[config.mk]
export PLATFORM = sky130hd
export DESIGN_NAME = ust_top
export DESIGN_NICKNAME = d
export VERILOG_FILES = /design/src/core/ust_pkg.sv /design/src/core/ust_sync.sv /design/src/core/ust_buf.sv /design/src/core/ust_top.sv
export SDC_FILE = /design/constraint.sdc
export NUM_CORES = 1
export LEC_CHECK = 0
export BUFFER_PORTS_ARGS = -buffer_cell sky130_fd_sc_hd__buf_2
export CAP_MARGIN = 20
export CORE_MARGIN = 5
export CORE_UTILIZATION = 42
export DETAILED_ROUTE_END_ITERATION = 10
export HOLD_SLACK_MARGIN = 0.08
export SYNTH_ARGS = -nofsm -noshare
export SYNTH_HDL_FRONTEND = slang
export SYNTH_SLANG_ARGS = --single-unit
[constraint.sdc]
create_clock -name core_clk -period 4.3 [get_ports core_clk]
set_clock_uncertainty 0.1 [all_clocks]
set_input_delay 0.645 -clock core_clk [delete_from_list [all_inputs] [get_ports core_clk]]
set_output_delay 0.645 -clock core_clk [all_outputs]
set_load 0.05 [all_outputs]
[src/core/ust_pkg.sv]
package ust_pkg;

  // ****************************************
  // Timing
  // ****************************************
  localparam int unsigned CLK_PERIOD_NS = 10;
  localparam int unsigned BIT_TIME_NS = 1000;
  localparam logic [7:0] BIT_CYCLES = 8'(BIT_TIME_NS / CLK_PERIOD_NS);
  localparam logic [7:0] HALF_BIT_CYCLES = 8'(BIT_TIME_NS / CLK_PERIOD_NS / 2);
  localparam logic [3:0] LINE_LOW_BITS = 4'hB;
  localparam logic [2:0] LAST_DATA_BIT = 3'h7;

  // ****************************************
  // Register map (byte addresses)
  // ****************************************
  localparam logic [3:0] ADR_STATUS = 4'h0;
  localparam logic [3:0] ADR_DATA = 4'h4;
  localparam logic [3:0] ADR_FLAGS = 4'h8;
  localparam logic [7:0] STATUS_RESET = 8'h00;

  // serial_status_control fields
  localparam int unsigned F_DBUF = 7;
  localparam int unsigned F_LATE = 6;
  localparam int unsigned F_SPLIT = 5;
  localparam int unsigned F_COUNT = 4;
  localparam int unsigned F_FRAME = 3;
  localparam int unsigned F_LOW = 2;
  localparam int unsigned F_OVER = 1;
  localparam int unsigned F_STATUS_IRQ_ENABLE = 0;
  // serial_flags fields
  localparam int unsigned F_TXI = 0;
  localparam int unsigned F_RXF = 1;
  localparam int unsigned F_TXBUSY = 2;

  // ****************************************
  // Types
  // ****************************************
  typedef struct packed {
    logic cyc;
    logic stb;
    logic we;
    logic [3:0] adr;
    logic [3:0] sel;
    logic [31:0] dat;
  } ust_wb_req_t;

  typedef struct packed {
    logic ack;
    logic [31:0] dat;
  } ust_wb_rsp_t;

  typedef enum logic [3:0] {
    TX_IDLE = 4'h1,
    TX_START = 4'h2,
    TX_DATA = 4'h4,
    TX_STOP = 4'h8
  } ust_tx_state_t;

  typedef enum logic [3:0] {
    RX_IDLE = 4'h1,
    RX_START = 4'h2,
    RX_DATA = 4'h4,
    RX_STOP = 4'h8
  } ust_rx_state_t;

endpackage

[src/core/ust_sync.sv]
`timescale 1ns/1ps
module ust_sync
  import ust_pkg::*;
(
  input wire logic core_clk,
  input wire logic rstn,
  input wire logic din,
  output logic dout
);

  typedef struct packed {
    logic s1;
    logic s2;
    logic s3;
    logic q;
  } ust_sync_st_t;

  ust_sync_st_t s;
  ust_sync_st_t next_s;

  // Three stages; output follows once stages two and three agree
  always_comb begin
    next_s = s;
    next_s.s1 = din;
    next_s.s2 = s.s1;
    next_s.s3 = s.s2;
    if (s.s2 == s.s3) begin
      next_s.q = s.s3;
    end
  end

  // Line idles high
  always_ff @(posedge core_clk or negedge rstn) begin
    if (!rstn) begin
      s <= '{s1: 1'b1, s2: 1'b1, s3: 1'b1, q: 1'b1};
    end else begin
      s <= next_s;
    end
  end

  assign dout = s.q;

endmodule

[src/core/ust_buf.sv]
`timescale 1ns/1ps
module ust_buf
  import ust_pkg::*;
(
  input wire logic core_clk,
  input wire logic rstn,
  input wire logic in_valid,
  output logic in_ready,
  input wire logic [7:0] in_data,
  output logic out_valid,
  input wire logic out_ready,
  output logic [7:0] out_data
);

  typedef struct packed {
    logic [1:0][7:0] mem;
    logic rd;
    logic [1:0] count;
  } ust_buf_st_t;

  ust_buf_st_t s;
  ust_buf_st_t next_s;
  logic push;
  logic pop;

  // Two entries, honest full and empty
  assign in_ready = (s.count != 2'h2);
  assign out_valid = (s.count != 2'h0);
  assign out_data = s.mem[s.rd];
  assign push = in_valid && in_ready;
  assign pop = out_valid && out_ready;

  // Write at rd+count, read at rd
  always_comb begin
    next_s = s;
    if (push) begin
      next_s.mem[s.rd ^ s.count[0]] = in_data;
    end
    if (pop) begin
      next_s.rd = ~s.rd;
    end
    next_s.count = s.count + 2'(push) - 2'(pop);
  end

  always_ff @(posedge core_clk or negedge rstn) begin
    if (!rstn) begin
      s <= '0;
    end else begin
      s <= next_s;
    end
  end

endmodule

[src/core/ust_top.sv]
`timescale 1ns/1ps
// Summary of operation
// - Count select acts only with double buffering; software keeps it zero otherwise.
// - Count select set: one interrupt per character plus one after the last.
// - That final interrupt comes at stop bit start (late=0) or end (late=1).
// - Count select clear: exactly one transmit interrupt per character written.
// - Double buffered: a write into an empty transmitter interrupts at once, whatever late select says.
// - Other double buffered characters interrupt at the stop position chosen by late select; single buffered ones at stop end.
// - Overrun sets when a frame's last bit arrives with receive-full still set.
// - Eleven consecutive low bit samples set the line-low flag until cleared.
// - Double buffer off or on: the two-entry buffer takes writes while shifting; off loads the next character only from idle.
// - Double buffered with more data, late select picks stop start or end for load and interrupt.
module ust_top
  import ust_pkg::*;
(
  input wire logic core_clk,
  input wire logic rstn,
  input wire ust_wb_req_t wb_req,
  output ust_wb_rsp_t wb_rsp,
  input wire logic rxd,
  output logic txd,
  output logic uart_irq,
  output logic tx_irq
);

  // ****************************************
  // State
  // ****************************************
  typedef struct packed {
    logic ack;
    logic [31:0] rdat;
    logic dbuf;
    logic late;
    logic split;
    logic count_sel;
    logic status_irq_enable;
    logic frame_err;
    logic line_low;
    logic overrun;
    logic txi;
    logic rxf;
    logic [7:0] rx_data;
    ust_tx_state_t tx_state;
    logic [7:0] tx_cnt;
    logic [2:0] tx_idx;
    logic [7:0] tx_shift;
    logic txd;
    logic pend_valid;
    logic [7:0] pend_data;
    ust_rx_state_t rx_state;
    logic [7:0] rx_cnt;
    logic [2:0] rx_idx;
    logic [7:0] rx_shift;
    logic [3:0] low_cnt;
  } ust_top_st_t;

  ust_top_st_t s;
  ust_top_st_t next_s;

  logic rxd_q;
  logic buf_in_valid;
  logic buf_in_ready;
  logic buf_out_valid;
  logic buf_out_ready;
  logic [7:0] buf_out_data;

  // Byte lane 0 write strobe for a given register
  function automatic logic wr_hit(input ust_wb_req_t r, input logic [3:0] adr);
    wr_hit = r.cyc && r.stb && r.we && r.sel[0] && (r.adr == adr);
  endfunction

  // Bit timer tick: counter reached its end
  function automatic logic bit_tick(input logic [7:0] cnt);
    bit_tick = (cnt == 8'h01);
  endfunction

  // ****************************************
  // Submodules
  // ****************************************
  // Receive pin comes from outside the clock domain
  ust_sync ust_sync_i (
    .core_clk(core_clk),
    .rstn(rstn),
    .din(rxd),
    .dout(rxd_q)
  );

  // Transmit data buffer, full stalls the bus answer
  ust_buf ust_buf_i (
    .core_clk(core_clk),
    .rstn(rstn),
    .in_valid(buf_in_valid),
    .in_ready(buf_in_ready),
    .in_data(wb_req.dat[7:0]),
    .out_valid(buf_out_valid),
    .out_ready(buf_out_ready),
    .out_data(buf_out_data)
  );

  // ****************************************
  // Next state
  // ****************************************
  always_comb begin
    logic req;
    logic tx_event;
    logic clr_txi;
    logic clr_rxf;
    logic clr_fe;
    logic clr_br;
    logic clr_oe;
    logic cnt_eff;
    logic rx_sample;
    logic set_fe;
    logic set_br;
    logic set_oe;
    logic set_rxf;
    next_s = s;
    req = wb_req.cyc && wb_req.stb && !s.ack;
    tx_event = 1'b0;
    clr_txi = 1'b0;
    clr_rxf = 1'b0;
    clr_fe = 1'b0;
    clr_br = 1'b0;
    clr_oe = 1'b0;
    cnt_eff = s.count_sel && s.dbuf;
    rx_sample = 1'b0;
    set_fe = 1'b0;
    set_br = 1'b0;
    set_oe = 1'b0;
    set_rxf = 1'b0;
    buf_out_ready = 1'b0;
    buf_in_valid = req && wr_hit(wb_req, ADR_DATA);

    // Bus slave: ack one cycle after request, data write waits for room
    next_s.ack = 1'b0;
    if (req && !(buf_in_valid && !buf_in_ready)) begin
      next_s.ack = 1'b1;
      next_s.rdat = 32'h0000_0000;
      case (wb_req.adr)
        ADR_STATUS: begin
          next_s.rdat[F_DBUF] = s.dbuf;
          next_s.rdat[F_LATE] = s.late;
          next_s.rdat[F_SPLIT] = s.split;
          next_s.rdat[F_COUNT] = s.count_sel;
          next_s.rdat[F_FRAME] = s.frame_err;
          next_s.rdat[F_LOW] = s.line_low;
          next_s.rdat[F_OVER] = s.overrun;
          next_s.rdat[F_STATUS_IRQ_ENABLE] = s.status_irq_enable;
        end
        ADR_DATA: begin
          next_s.rdat[7:0] = s.rx_data;
        end
        ADR_FLAGS: begin
          next_s.rdat[F_TXI] = s.txi;
          next_s.rdat[F_RXF] = s.rxf;
          next_s.rdat[F_TXBUSY] = (s.tx_state != TX_IDLE);
        end
        default: begin
          next_s.rdat = 32'h0000_0000;
        end
      endcase
    end

    // Software writes: control bits store, flags clear on zero
    if (req && wr_hit(wb_req, ADR_STATUS)) begin
      next_s.dbuf = wb_req.dat[F_DBUF];
      next_s.late = wb_req.dat[F_LATE];
      next_s.split = wb_req.dat[F_SPLIT];
      next_s.count_sel = wb_req.dat[F_COUNT];
      next_s.status_irq_enable = wb_req.dat[F_STATUS_IRQ_ENABLE];
      clr_fe = !wb_req.dat[F_FRAME];
      clr_br = !wb_req.dat[F_LOW];
      clr_oe = !wb_req.dat[F_OVER];
    end
    if (req && wr_hit(wb_req, ADR_FLAGS)) begin
      clr_txi = !wb_req.dat[F_TXI];
      clr_rxf = !wb_req.dat[F_RXF];
    end

    // Transmitter bit timer
    if (s.tx_state != TX_IDLE) begin
      next_s.tx_cnt = bit_tick(s.tx_cnt) ? BIT_CYCLES : s.tx_cnt - 8'h01;
    end

    // Transmitter frame sequence
    case (s.tx_state)
      TX_IDLE: begin
        next_s.txd = 1'b1;
        if (buf_out_valid) begin
          buf_out_ready = 1'b1;
          next_s.tx_shift = buf_out_data;
          next_s.tx_cnt = BIT_CYCLES;
          next_s.txd = 1'b0;
          next_s.tx_state = TX_START;
          tx_event = s.dbuf;
        end
      end
      TX_START: begin
        if (bit_tick(s.tx_cnt)) begin
          next_s.txd = s.tx_shift[0];
          next_s.tx_shift = {1'b0, s.tx_shift[7:1]};
          next_s.tx_idx = 3'h0;
          next_s.tx_state = TX_DATA;
        end
      end
      TX_DATA: begin
        if (bit_tick(s.tx_cnt)) begin
          if (s.tx_idx == LAST_DATA_BIT) begin
            next_s.txd = 1'b1;
            next_s.tx_state = TX_STOP;
            // Stop bit start: early load point
            if (s.dbuf && !s.late) begin
              if (buf_out_valid) begin
                buf_out_ready = 1'b1;
                next_s.pend_valid = 1'b1;
                next_s.pend_data = buf_out_data;
                tx_event = 1'b1;
              end else begin
                tx_event = cnt_eff;
              end
            end
          end else begin
            next_s.txd = s.tx_shift[0];
            next_s.tx_shift = {1'b0, s.tx_shift[7:1]};
            next_s.tx_idx = s.tx_idx + 3'h1;
          end
        end
      end
      TX_STOP: begin
        if (bit_tick(s.tx_cnt)) begin
          next_s.tx_state = TX_IDLE;
          if (!s.dbuf) begin
            tx_event = 1'b1;
          end else if (s.pend_valid) begin
            next_s.pend_valid = 1'b0;
            next_s.tx_shift = s.pend_data;
            next_s.txd = 1'b0;
            next_s.tx_state = TX_START;
          end else if (s.late) begin
            // Stop bit end: late load point
            if (buf_out_valid) begin
              buf_out_ready = 1'b1;
              next_s.tx_shift = buf_out_data;
              next_s.txd = 1'b0;
              next_s.tx_state = TX_START;
              tx_event = 1'b1;
            end else begin
              tx_event = cnt_eff;
            end
          end
        end
      end
      default: begin
        next_s.tx_state = TX_IDLE;
        next_s.txd = 1'b1;
      end
    endcase

    // Receiver bit timer
    if (s.rx_state != RX_IDLE) begin
      next_s.rx_cnt = bit_tick(s.rx_cnt) ? BIT_CYCLES : s.rx_cnt - 8'h01;
      rx_sample = bit_tick(s.rx_cnt);
    end

    // Receiver frame sequence, sampled mid bit
    case (s.rx_state)
      RX_IDLE: begin
        if (!rxd_q) begin
          next_s.rx_cnt = HALF_BIT_CYCLES;
          next_s.rx_state = RX_START;
        end
      end
      RX_START: begin
        if (rx_sample) begin
          next_s.rx_idx = 3'h0;
          next_s.rx_state = rxd_q ? RX_IDLE : RX_DATA;
        end
      end
      RX_DATA: begin
        if (rx_sample) begin
          next_s.rx_shift = {rxd_q, s.rx_shift[7:1]};
          next_s.rx_idx = s.rx_idx + 3'h1;
          if (s.rx_idx == LAST_DATA_BIT) begin
            next_s.rx_state = RX_STOP;
          end
        end
      end
      RX_STOP: begin
        if (rx_sample) begin
          next_s.rx_state = RX_IDLE;
          set_fe = !rxd_q;
          if (s.rxf) begin
            set_oe = 1'b1;
          end else begin
            set_rxf = 1'b1;
            next_s.rx_data = s.rx_shift;
          end
        end
      end
      default: begin
        next_s.rx_state = RX_IDLE;
      end
    endcase

    // Consecutive low bit samples across frames
    if (rx_sample) begin
      if (rxd_q) begin
        next_s.low_cnt = 4'h0;
      end else if (s.low_cnt != LINE_LOW_BITS) begin
        next_s.low_cnt = s.low_cnt + 4'h1;
        set_br = (s.low_cnt + 4'h1 == LINE_LOW_BITS);
      end
    end

    // Sticky flags: a set in the clearing cycle wins
    next_s.txi = tx_event || (s.txi && !clr_txi);
    next_s.rxf = set_rxf || (s.rxf && !clr_rxf);
    next_s.frame_err = set_fe || (s.frame_err && !clr_fe);
    next_s.line_low = set_br || (s.line_low && !clr_br);
    next_s.overrun = set_oe || (s.overrun && !clr_oe);
  end

  // ****************************************
  // Registers
  // ****************************************
  always_ff @(posedge core_clk or negedge rstn) begin
    if (!rstn) begin
      s <= '0;
      s.dbuf <= STATUS_RESET[F_DBUF];
      s.late <= STATUS_RESET[F_LATE];
      s.split <= STATUS_RESET[F_SPLIT];
      s.count_sel <= STATUS_RESET[F_COUNT];
      s.status_irq_enable <= STATUS_RESET[F_STATUS_IRQ_ENABLE];
      s.tx_state <= TX_IDLE;
      s.rx_state <= RX_IDLE;
      s.txd <= 1'b1;
    end else begin
      s <= next_s;
    end
  end

  // ****************************************
  // Outputs
  // ****************************************
  logic err_irq;
  assign err_irq = s.status_irq_enable && (s.frame_err || s.line_low || s.overrun);

  // Combined or split interrupt steering
  assign uart_irq = s.split ? (s.rxf || err_irq) : (s.txi || s.rxf || err_irq);
  assign tx_irq = s.split && s.txi;
  assign txd = s.txd;
  assign wb_rsp.ack = s.ack;
  assign wb_rsp.dat = s.rdat;

endmodule

==> results of run 1 <==
[cells by family after synthesis]
logic type / share of synthesized area (%)
simple gates: 14.6
compound gates: 15.9
flops: 46.6
buf+inv: 6.65
mux: 12.6
fa+ha+maj: 2.70
xor+xnor: 0.887
other cells: 0.0633
[routing by layer]
layer | part of all wire (%) | track usage (%) | vias up
met5 | 0 | 0 | -
met1 | 51 | 22.5 | 2072
met2 | 44 | 22.9 | 90
li1 | - | - | 2012
met4 | 1.2 | 4.76 | 0
met3 | 4.6 | 3.94 | 13
[layout make-up]
class,instances,share of cell area (%)
inverters,15,0.879
well taps,180,3.51
repair buffers,36,3.05
clock inverters,4,0.840
flip-flops and latches,110,43.1
multi-input cells,394,44.6
clock buffers,12,4.00
[cell usage in the layout, fill, tap and decap left out, drive strengths merged, types with 3 or more instances in the layout]
| cell | instances |
|---|---|
| nand2 | 44 |
| or2 | 3 |
| o211a | 8 |
| o21ai | 39 |
| a22oi | 7 |
| o211ai | 5 |
| ha | 12 |
| conb | 24 |
| a21o | 3 |
| clkbuf | 12 |
| buf | 36 |
| nand3 | 11 |
| nor3 | 10 |
| nand4 | 5 |
| nand2b | 13 |
| a21oi | 20 |
| or4b | 6 |
| xor2 | 3 |
| nor4b | 8 |
| a221o | 7 |
| nor2b | 8 |
| dfstp | 7 |
| mux2 | 59 |
| o31ai | 4 |
| dfrtp | 103 |
| nor2 | 19 |
| or3 | 3 |
| inv | 16 |
| mux2i | 8 |
| xnor2 | 3 |
| a22o | 9 |
| a211oi | 4 |
| nor4 | 6 |
[critical path: stages, from the launching register on]
cell and delay (ps):
dfrtp_1 670, or4b_1 610, or4_1 540, a21oi_1 210
o21a_1 150, ha_1 230, inv_1 60, ha_1 150
xnor2_1 130, xnor2_1 130
[path summary, 6_finish.rpt]
path                                         to  slack, ps  cells past startpoint
hold reg to reg            ust_sync_i.next_s[1]        260                      0
setup reg to reg                 ust_buf_i.s[1]       1250                      9
max in group asynchronous                 s[56]       3080                      2
min in group core_clk      ust_sync_i.next_s[1]        260                      0
setup / recovery                 ust_buf_i.s[1]       1250                      9
hold / removal                            s[21]        120                      1
[cell usage after synthesis, types with 4 or more instances]
master    number  share of area [%]
o21ai_0       39                3.3
nand4_1        5               0.53
buf_4         34                4.3
nor2b_1        8               0.84
dfrtp_1      103                 44
a22o_1         9                1.3
nand2_1       43                2.7
o31ai_1        4               0.51
nor4b_1        5               0.74
dfstp_2        7                3.1
or4b_2         4               0.68
o211a_1        8                1.4
o211ai_1       5               0.63
mux2i_1        8                1.4
a221o_1        7                1.2
nand2b_1      13                1.4
a21oi_1       20                1.7
inv_1         15               0.95
mux2_2        59                 11
a211oi_1       4               0.51
nor4_1         6               0.63
nor3_1         9               0.76
clkbuf_1      18                1.1
a22oi_1        7               0.89
ha_1          12                2.5
nand3_1       11               0.93
nor2_1        16                1.0
[per-stage QoR]
stage               worst slack, ps  hold slack (ps)  utilization (%)
CTS                            1270              126             46.1
finish                         1250              121             46.2
floorplan                      1610              245                -
global placement               1320              246             43.9
detailed placement             1270              247             43.9
global route                   1050              131             46.2
[sequential cells by signal, indices dropped and copies added (netlist names)]
signal / flops
s: 77
txd: 1
ust_buf_i.s: 19
ust_sync_i.dout: 1
ust_sync_i.next_s: 2
ust_sync_i.s: 1
wb_rsp: 9
[report_power, final]
part	total, uW	internal, uW	switching [uW]
clock network	874	487	388
registers	1290	1140	152
logic	755	312	443
total	2920	1940	983
==> results.json, run 1 <==
{
  "status": "finished clean",
  "wl_per_cell_microns": 16.5,
  "final.min_clock_period_ps": 3050,
  "cts.sinks": 110,
  "layout.nets": 624,
  "dp_cells": 734,
  "synth_edf_count": 0,
  "grt_usage_pct": 15.5,
  "overflow": 0,
  "clk_pin_slew_ps": 70,
  "pin_count": 82,
  "fmax_mhz": 328,
  "total_power_uw": 2920,
  "design_area_sq_mm": 0.00641,
  "fin_crit_sh_pct": 70.8,
  "start_util_pct": 42.7,
  "io_buffers": 30,
  "synth_ff_type": "dfrtp_1",
  "peakVddDrop_uv": 259,
  "setup.worst_path.start": "s[58]",
  "die_area_sq_mm": 0.0166,
  "synth-seq-cells": 110,
  "worstMarginPinSlew_ps": 946,
  "drtAntennaViolNets": 0,
  "root_buffer": "clkbuf_16",
  "critPathCaptureType": "flip-flop",
  "gp_congestion": 0.839,
  "synth_area_sq_mm": 0.00592,
  "fp.dieW_microns": 129,
  "syn-instance-count": 551,
  "path_max_fanout": 17,
  "drive_above_1_share_pct": 23.6,
  "maxCapViolations": 0,
  "crit_required_ps": 4480,
  "dr.pass1.iters": 4,
  "layout.area.seq_sq_mm": 0.00276,
  "fillers": 1287,
  "leakage_uw": 0.00306,
  "ctsHoldBuffers": 0,
  "cts_setup_buffers": 0,
  "antenna_found_initial": 0,
  "grt_pass1_vias": 4067,
  "cts_buffer_depth": 2,
  "drtIter0Drc": 317,
  "routed_wl_microns": 12400,
  "stdcell_count": 751,
  "diodes": 0,
  "cts_tree": "done",
  "r2r-start": "s[58]",
  "post-dp-hpwl_microns": 8890,
  "hold_viol": 0,
  "cts_made_buffers": 9,
  "hold_path_class": "in2async",
  "post_cts_resized": 0,
  "rsz0062_at_grt": "false",
  "avgSynthCellArea_sq_um": 10.7,
  "drv_slew": 0,
  "powerDensity_mw_per_mm2": 456,
  "ys_types": 67,
  "cp.arrival_ps": 3230,
  "grt_max_degree": 43,
  "relSlewSlack_pct": 36.4,
  "die_y_microns": 129,
  "critPathKind": "reg2reg",
  "std_cell_rows": 43,
  "htree_levels": 3,
  "core-area_sq_mm": 0.0139,
  "multiInputGateArea_sq_mm": 0.00286,
  "vias": 4187,
  "start_kind": "flip-flop",
  "area_growth_pct": 8.20,
  "setup_viol": 0,
  "fin_tns_setup_ps": 0,
  "async_flop_share_pct": 100,
  "clk_latency_ps": 350,
  "seq_area_frac_synth_pct": 46.6,
  "yosysWarnings": 0,
  "viasPerCell": 5.58,
  "drc": 0,
  "grt_pass1_wl_microns": 20700,
  "placed_cell_area_sq_mm": 0.00609
}
Note: power is estimated with default switching activity, not from simulation.
==> run 2: changes to the inputs <==
==> constraint.sdc (replaced) <==
create_clock -name core_clk -period 2.7 [get_ports core_clk]
set_clock_uncertainty 0.1 [all_clocks]
set_input_delay 0.405 -clock core_clk [delete_from_list [all_inputs] [get_ports core_clk]]
set_output_delay 0.405 -clock core_clk [all_outputs]
set_load 0.05 [all_outputs]
==> run 2 against run 1 <==
Against the previous run: clock-buffer cell count shrank 1; sequential power grew 55%; setup slack lost 1200 ps; combinational power grew 76%; sequential share of layout area shrank 0.91 points; critical endpoint unchanged.
==> results.json, run 2 (same netlist as run 1, synthesis figures left out) <==
{
  "status": "finished clean",
  "leakage_uw": 0.00315,
  "dr.pass1.iters": 4,
  "diodes": 0,
  "drive_above_1_share_pct": 26.3,
  "top_register": "s",
  "relSlewSlack_pct": 44.3,
  "cp_cell_sequence": "or4b_4 > or4_4 > a21oi_2 > o21a_1 > ha_1 > inv_1 > ha_1 > xnor2_1 > xnor2_1",
  "drtIter0Drc": 215,
  "cts_buffer_depth": 2,
  "layout.nets": 643,
  "cts_made_buffers": 9,
  "rsz0062_at_grt": "false",
  "clk_latency_ps": 350,
  "min_from": "wb_req[5]",
  "cp.arrival_ps": 2780,
  "core-area_sq_mm": 0.0139,
  "design_area_sq_mm": 0.00655,
  "fillers": 1271,
  "power_frac_seq_pct": 43.7,
  "grt_usage_pct": 15.7,
  "viasPerCell": 5.55,
  "r2r_cells": 9,
  "worstMarginPinSlew_ps": 815,
  "layout_commonest_cell": "dfrtp_1",
  "clk_pin_slew_ps": 70,
  "gp_congestion": 0.841,
  "p_comb_share_pct": 29.0,
  "critPathBufInv": 1,
  "drv_slew": 0,
  "setup_viol": 0,
  "hold_viol": 0,
  "critPathCaptureType": "flip-flop",
  "pin_count": 82,
  "crit_required_ps": 2880,
  "htree_levels": 3,
  "maxCapViolations": 0,
  "die_area_sq_mm": 0.0166,
  "grt_max_degree": 61,
  "layout.area.seq_sq_mm": 0.00276,
  "post-dp-hpwl_microns": 8900,
  "vias": 4275,
  "worst_hold_path.endpoint": "s[75]",
  "crit_family": "simple AND/OR/NAND/NOR gates",
  "peakVddDrop_uv": 280,
  "reg2reg_to": "ust_buf_i.s[1]",
  "grt_util_met1_pct": 22.7,
  "final_cell_mix": "103 x dfrtp_1, 59 x mux2_2, 43 x nand2_1",
  "fin_crit_sh_pct": 96.3,
  "routed_wl_microns": 12300,
  "overflow": 0,
  "cts_setup_buffers": 0,
  "final.min_clock_period_ps": 2600,
  "fin_tns_setup_ps": 0,
  "cts.sinks": 110,
  "multiInputGateArea_sq_mm": 0.00287,
  "grt_pass1_vias": 4240,
  "grt_busiest_layer": "met2",
  "start_util_pct": 42.7,
  "largest_register_ffs": 77,
  "hold_path_class": "in2reg",
  "std_cell_rows": 43,
  "sw_frac_of_total_pct": 34.0,
  "placed_cell_area_sq_mm": 0.00623,
  "path_max_fanout": 2,
  "antenna_found_initial": 0,
  "dp_cells": 751,
  "die_y_microns": 129,
  "drc": 0,
  "total_power_uw": 4590,
  "fmax_mhz": 384,
  "cts_tree": "done",
  "power.net_switching_uw": 1560,
  "met2_usage_pct": 23.5,
  "critPathKind": "reg2reg",
  "r2r_setup_slack_ps": 100,
  "critPathSlowestCell": "or4b_4",
  "area_growth_pct": 10.5,
  "start_kind": "flip-flop",
  "r2r-start": "s[57]",
  "wl_per_cell_microns": 16.0,
  "powerDensity_mw_per_mm2": 701,
  "stdcell_count": 770,
  "fp.dieW_microns": 129,
  "pwr-share-clk_pct": 27.3,
  "grt_pass1_wl_microns": 21000,
  "internal_power_uw": 3030,
  "grtUsageMet3_pct": 3.03,
  "slowest_delay_ps": 550,
  "io_buffers": 30,
  "drtAntennaViolNets": 0,
  "root_buffer": "clkbuf_16",
  "hold_path_depth": 3
}
## run 2: per-layer routing
metal | share of wire [%] | vias up
met5 | 0 | -
met4 | 1.6 | 0
met3 | 4.6 | 16
met2 | 44 | 87
met1 | 50 | 2123
li1 | - | 2049
## run 2: area by class of cell
class / count / area share [%]
clock buffer: 11 / 3.71
timing repair buffer: 55 / 5.43
clock inverter: 5 / 0.535
multi-input combinational: 394 / 43.9
tap: 180 / 3.44
sequential: 110 / 42.2
inverter: 15 / 0.860
## run 2: power by group through the flow
stage	Clock, uW	Sequential, uW	Combinational (uW)
finish	1250	2000	1330
global route	1370	2030	1480
CTS	1300	2000	1320
detailed placement	0	2030	1310
global placement	0	2020	1280
floorplan	0	1980	1030
## run 2: stage by stage
step	setup WS, ps	util, %	hold WS (ps)
CTS	27.0	47.1	185
global placement	108	44.9	246
floorplan	10.7	-	9.41
global route	25.7	47.2	213
detailed placement	77.3	44.9	247
finish	99.1	47.2	200
## run 2: repair_timing
action                                  4_1_cts  5_1_grt
hold endpoints to repair                     48        0
endpoints found under the setup margin        0        1
gates resized for setup                       0        3
hold buffers                                  2        0
## run 2: tightest hold or removal path, cell delays in order
cell and delay, ps:
buf_2 110, nand2_1 50, nand2_1 50
## run 2: how the worst max path moves through the flow
stage,depth (start not counted),slack [ps],from,to
floorplan,10,10,s[57],ust_buf_i.s[1]
global placement,9,110,s[57],ust_buf_i.s[1]
detailed placement,9,80,s[57],ust_buf_i.s[1]
CTS,9,30,s[57],ust_buf_i.s[1]
global route,9,30,s[57],ust_buf_i.s[1]
finish,9,100,s[57],ust_buf_i.s[1]
==> run 3: changes to the inputs <==
--- a/config.mk
+++ b/config.mk
@@ -8,9 +8,10 @@
 export BUFFER_PORTS_ARGS = -buffer_cell sky130_fd_sc_hd__buf_2
 export CAP_MARGIN = 20
 export CORE_MARGIN = 5
-export CORE_UTILIZATION = 42
+export CORE_UTILIZATION = 45
 export DETAILED_ROUTE_END_ITERATION = 10
 export HOLD_SLACK_MARGIN = 0.08
+export PLACE_DENSITY = 0.67
 export SYNTH_ARGS = -nofsm -noshare
 export SYNTH_HDL_FRONTEND = slang
 export SYNTH_SLANG_ARGS = --single-unit
==> run 3 against run 2 <==
Against the previous run: sequential share of layout area shrank 0.33 points; via count shrank 0.35%; critical endpoint unchanged; flip-flop and latch count is the same; largest cell class unchanged; first-iteration DRC count grew 62%; critical path depth is the same; critical path type unchanged; final cell count shrank 0.39%.
==> results.json, run 3 (same netlist as run 1, synthesis figures left out) <==
{
  "wl_per_cell_microns": 16.1,
  "cts_buffer_depth": 2,
  "maxCapViolations": 0,
  "dr.pass1.iters": 5,
  "diodes": 0,
  "critPathKind": "reg2reg",
  "grt_usage_pct": 16.2,
  "layout_commonest_cell": "dfrtp_1",
  "drc": 0,
  "hold_viol": 0,
  "routed_wl_microns": 12300,
  "relSlewSlack_pct": 48.5,
  "critPathCaptureType": "flip-flop",
  "wl_met3_microns": 580,
  "pre_cts_slack_ps": 104,
  "crit_required_ps": 2870,
  "drtAntennaViolNets": 0,
  "fin_tns_setup_ps": 0,
  "drive_above_1_share_pct": 26.6,
  "worstMarginPinSlew_ps": 753,
  "area_growth_pct": 11.4,
  "htree_levels": 3,
  "drtIter0Drc": 348,
  "vias": 4260,
  "peakVddDrop_uv": 360,
  "grt_max_degree": 49,
  "clk_pin_slew_ps": 70,
  "top_layer": "met4",
  "fmax_mhz": 395,
  "die_area_sq_mm": 0.0156,
  "leakage_uw": 0.00317,
  "drt-met1-wl_microns": 6030,
  "r2r_setup_slack_ps": 170,
  "cp.arrival_ps": 2710,
  "clk_latency_ps": 350,
  "drv_slew": 0,
  "core-area_sq_mm": 0.0131,
  "die_y_microns": 125,
  "path_max_fanout": 2,
  "io_buffers": 30,
  "start_util_pct": 45.3,
  "pin_count": 82,
  "top_register": "s",
  "post-dp-hpwl_microns": 8800,
  "viasPerCell": 5.55,
  "grt_pass1_wl_microns": 20900,
  "final_cell_mix": "103 x dfrtp_1, 59 x mux2_2, 43 x nand2_1",
  "std_cell_rows": 42,
  "antenna_found_initial": 0,
  "wl_met2_microns": 5540,
  "overflow": 0,
  "cts_tree": "done",
  "gp_congestion": 0.830,
  "cts.sinks": 110,
  "root_buffer": "clkbuf_16",
  "fin_crit_sh_pct": 93.9,
  "status": "finished clean",
  "final.min_clock_period_ps": 2530,
  "start_kind": "flip-flop",
  "grt_pass1_vias": 4136,
  "hold_path_class": "in2reg",
  "largest_register_ffs": 77,
  "fp.dieW_microns": 125,
  "fin_ws_ps": 165,
  "cts_made_buffers": 9,
  "layout.nets": 644,
  "powerDensity_mw_per_mm2": 713,
  "setup_viol": 0
}
## run 3: per-layer routing
metal | vias to the layer above | global-route usage, %
li1 | 2048 | -
met1 | 2100 | 24.1
met2 | 98 | 23.9
met3 | 14 | 2.66
met4 | 0 | 5.74
met5 | - | 0
## run 3: report_power, final
part / switching, uW / internal, uW
combinational: 784 / 556
clock: 622 / 740
sequential: 185 / 1820
## run 3: critical path, stage by stage (launching register included)
cell     delay (ps)
dfrtp_1         380
or4b_4          530
or4_4           450
a21oi_4         160
o21a_1          130
ha_1            220
inv_1            60
ha_1            150
xnor2_1         130
xnor2_1         140
## run 3: final timing paths
check	from	to	cells after the start
max	s[57]	ust_buf_i.s[1]	9
min	wb_req[6]	s[76]	3
max reg2reg	s[57]	ust_buf_i.s[1]	9
min reg2reg	ust_sync_i.next_s[2]	ust_sync_i.next_s[1]	0
max in group asynchronous	rstn	s[56]	3
min in group asynchronous	rstn	s[12]	2
## run 3: cell type report
class | instances | area (sq um)
fillers | 1150 | 6490
flip-flops and latches | 110 | 2760
repair buffers | 56 | 363
multi-input cells | 394 | 2890
clock inverters | 6 | 77.6
well taps | 176 | 220
clock buffers | 10 | 229
inverters | 15 | 56.3
## run 3: through the flow
step / total power, uW / area [sq um] / hold slack, ps / utilization, % / std cells
finish: 4700 / 6600 / 206 / 50.4 / 767
detailed placement: 3350 / 6240 / 247 / 47.7 / 748
global route: 5000 / 6600 / 221 / 50.4 / 767
global placement: 3300 / 6240 / 247 / 47.7 / 748
CTS: 4740 / 6560 / 195 / 50.2 / 766
floorplan: 3010 / 6010 / 9.41 / - / 574
## run 3: repair_timing
item	CTS	global route
endpoints found under the hold margin	37	0
hold buffers	2	0
buffers inserted	0	0
endpoints found under the setup margin	0	1
gates resized for setup	0	6
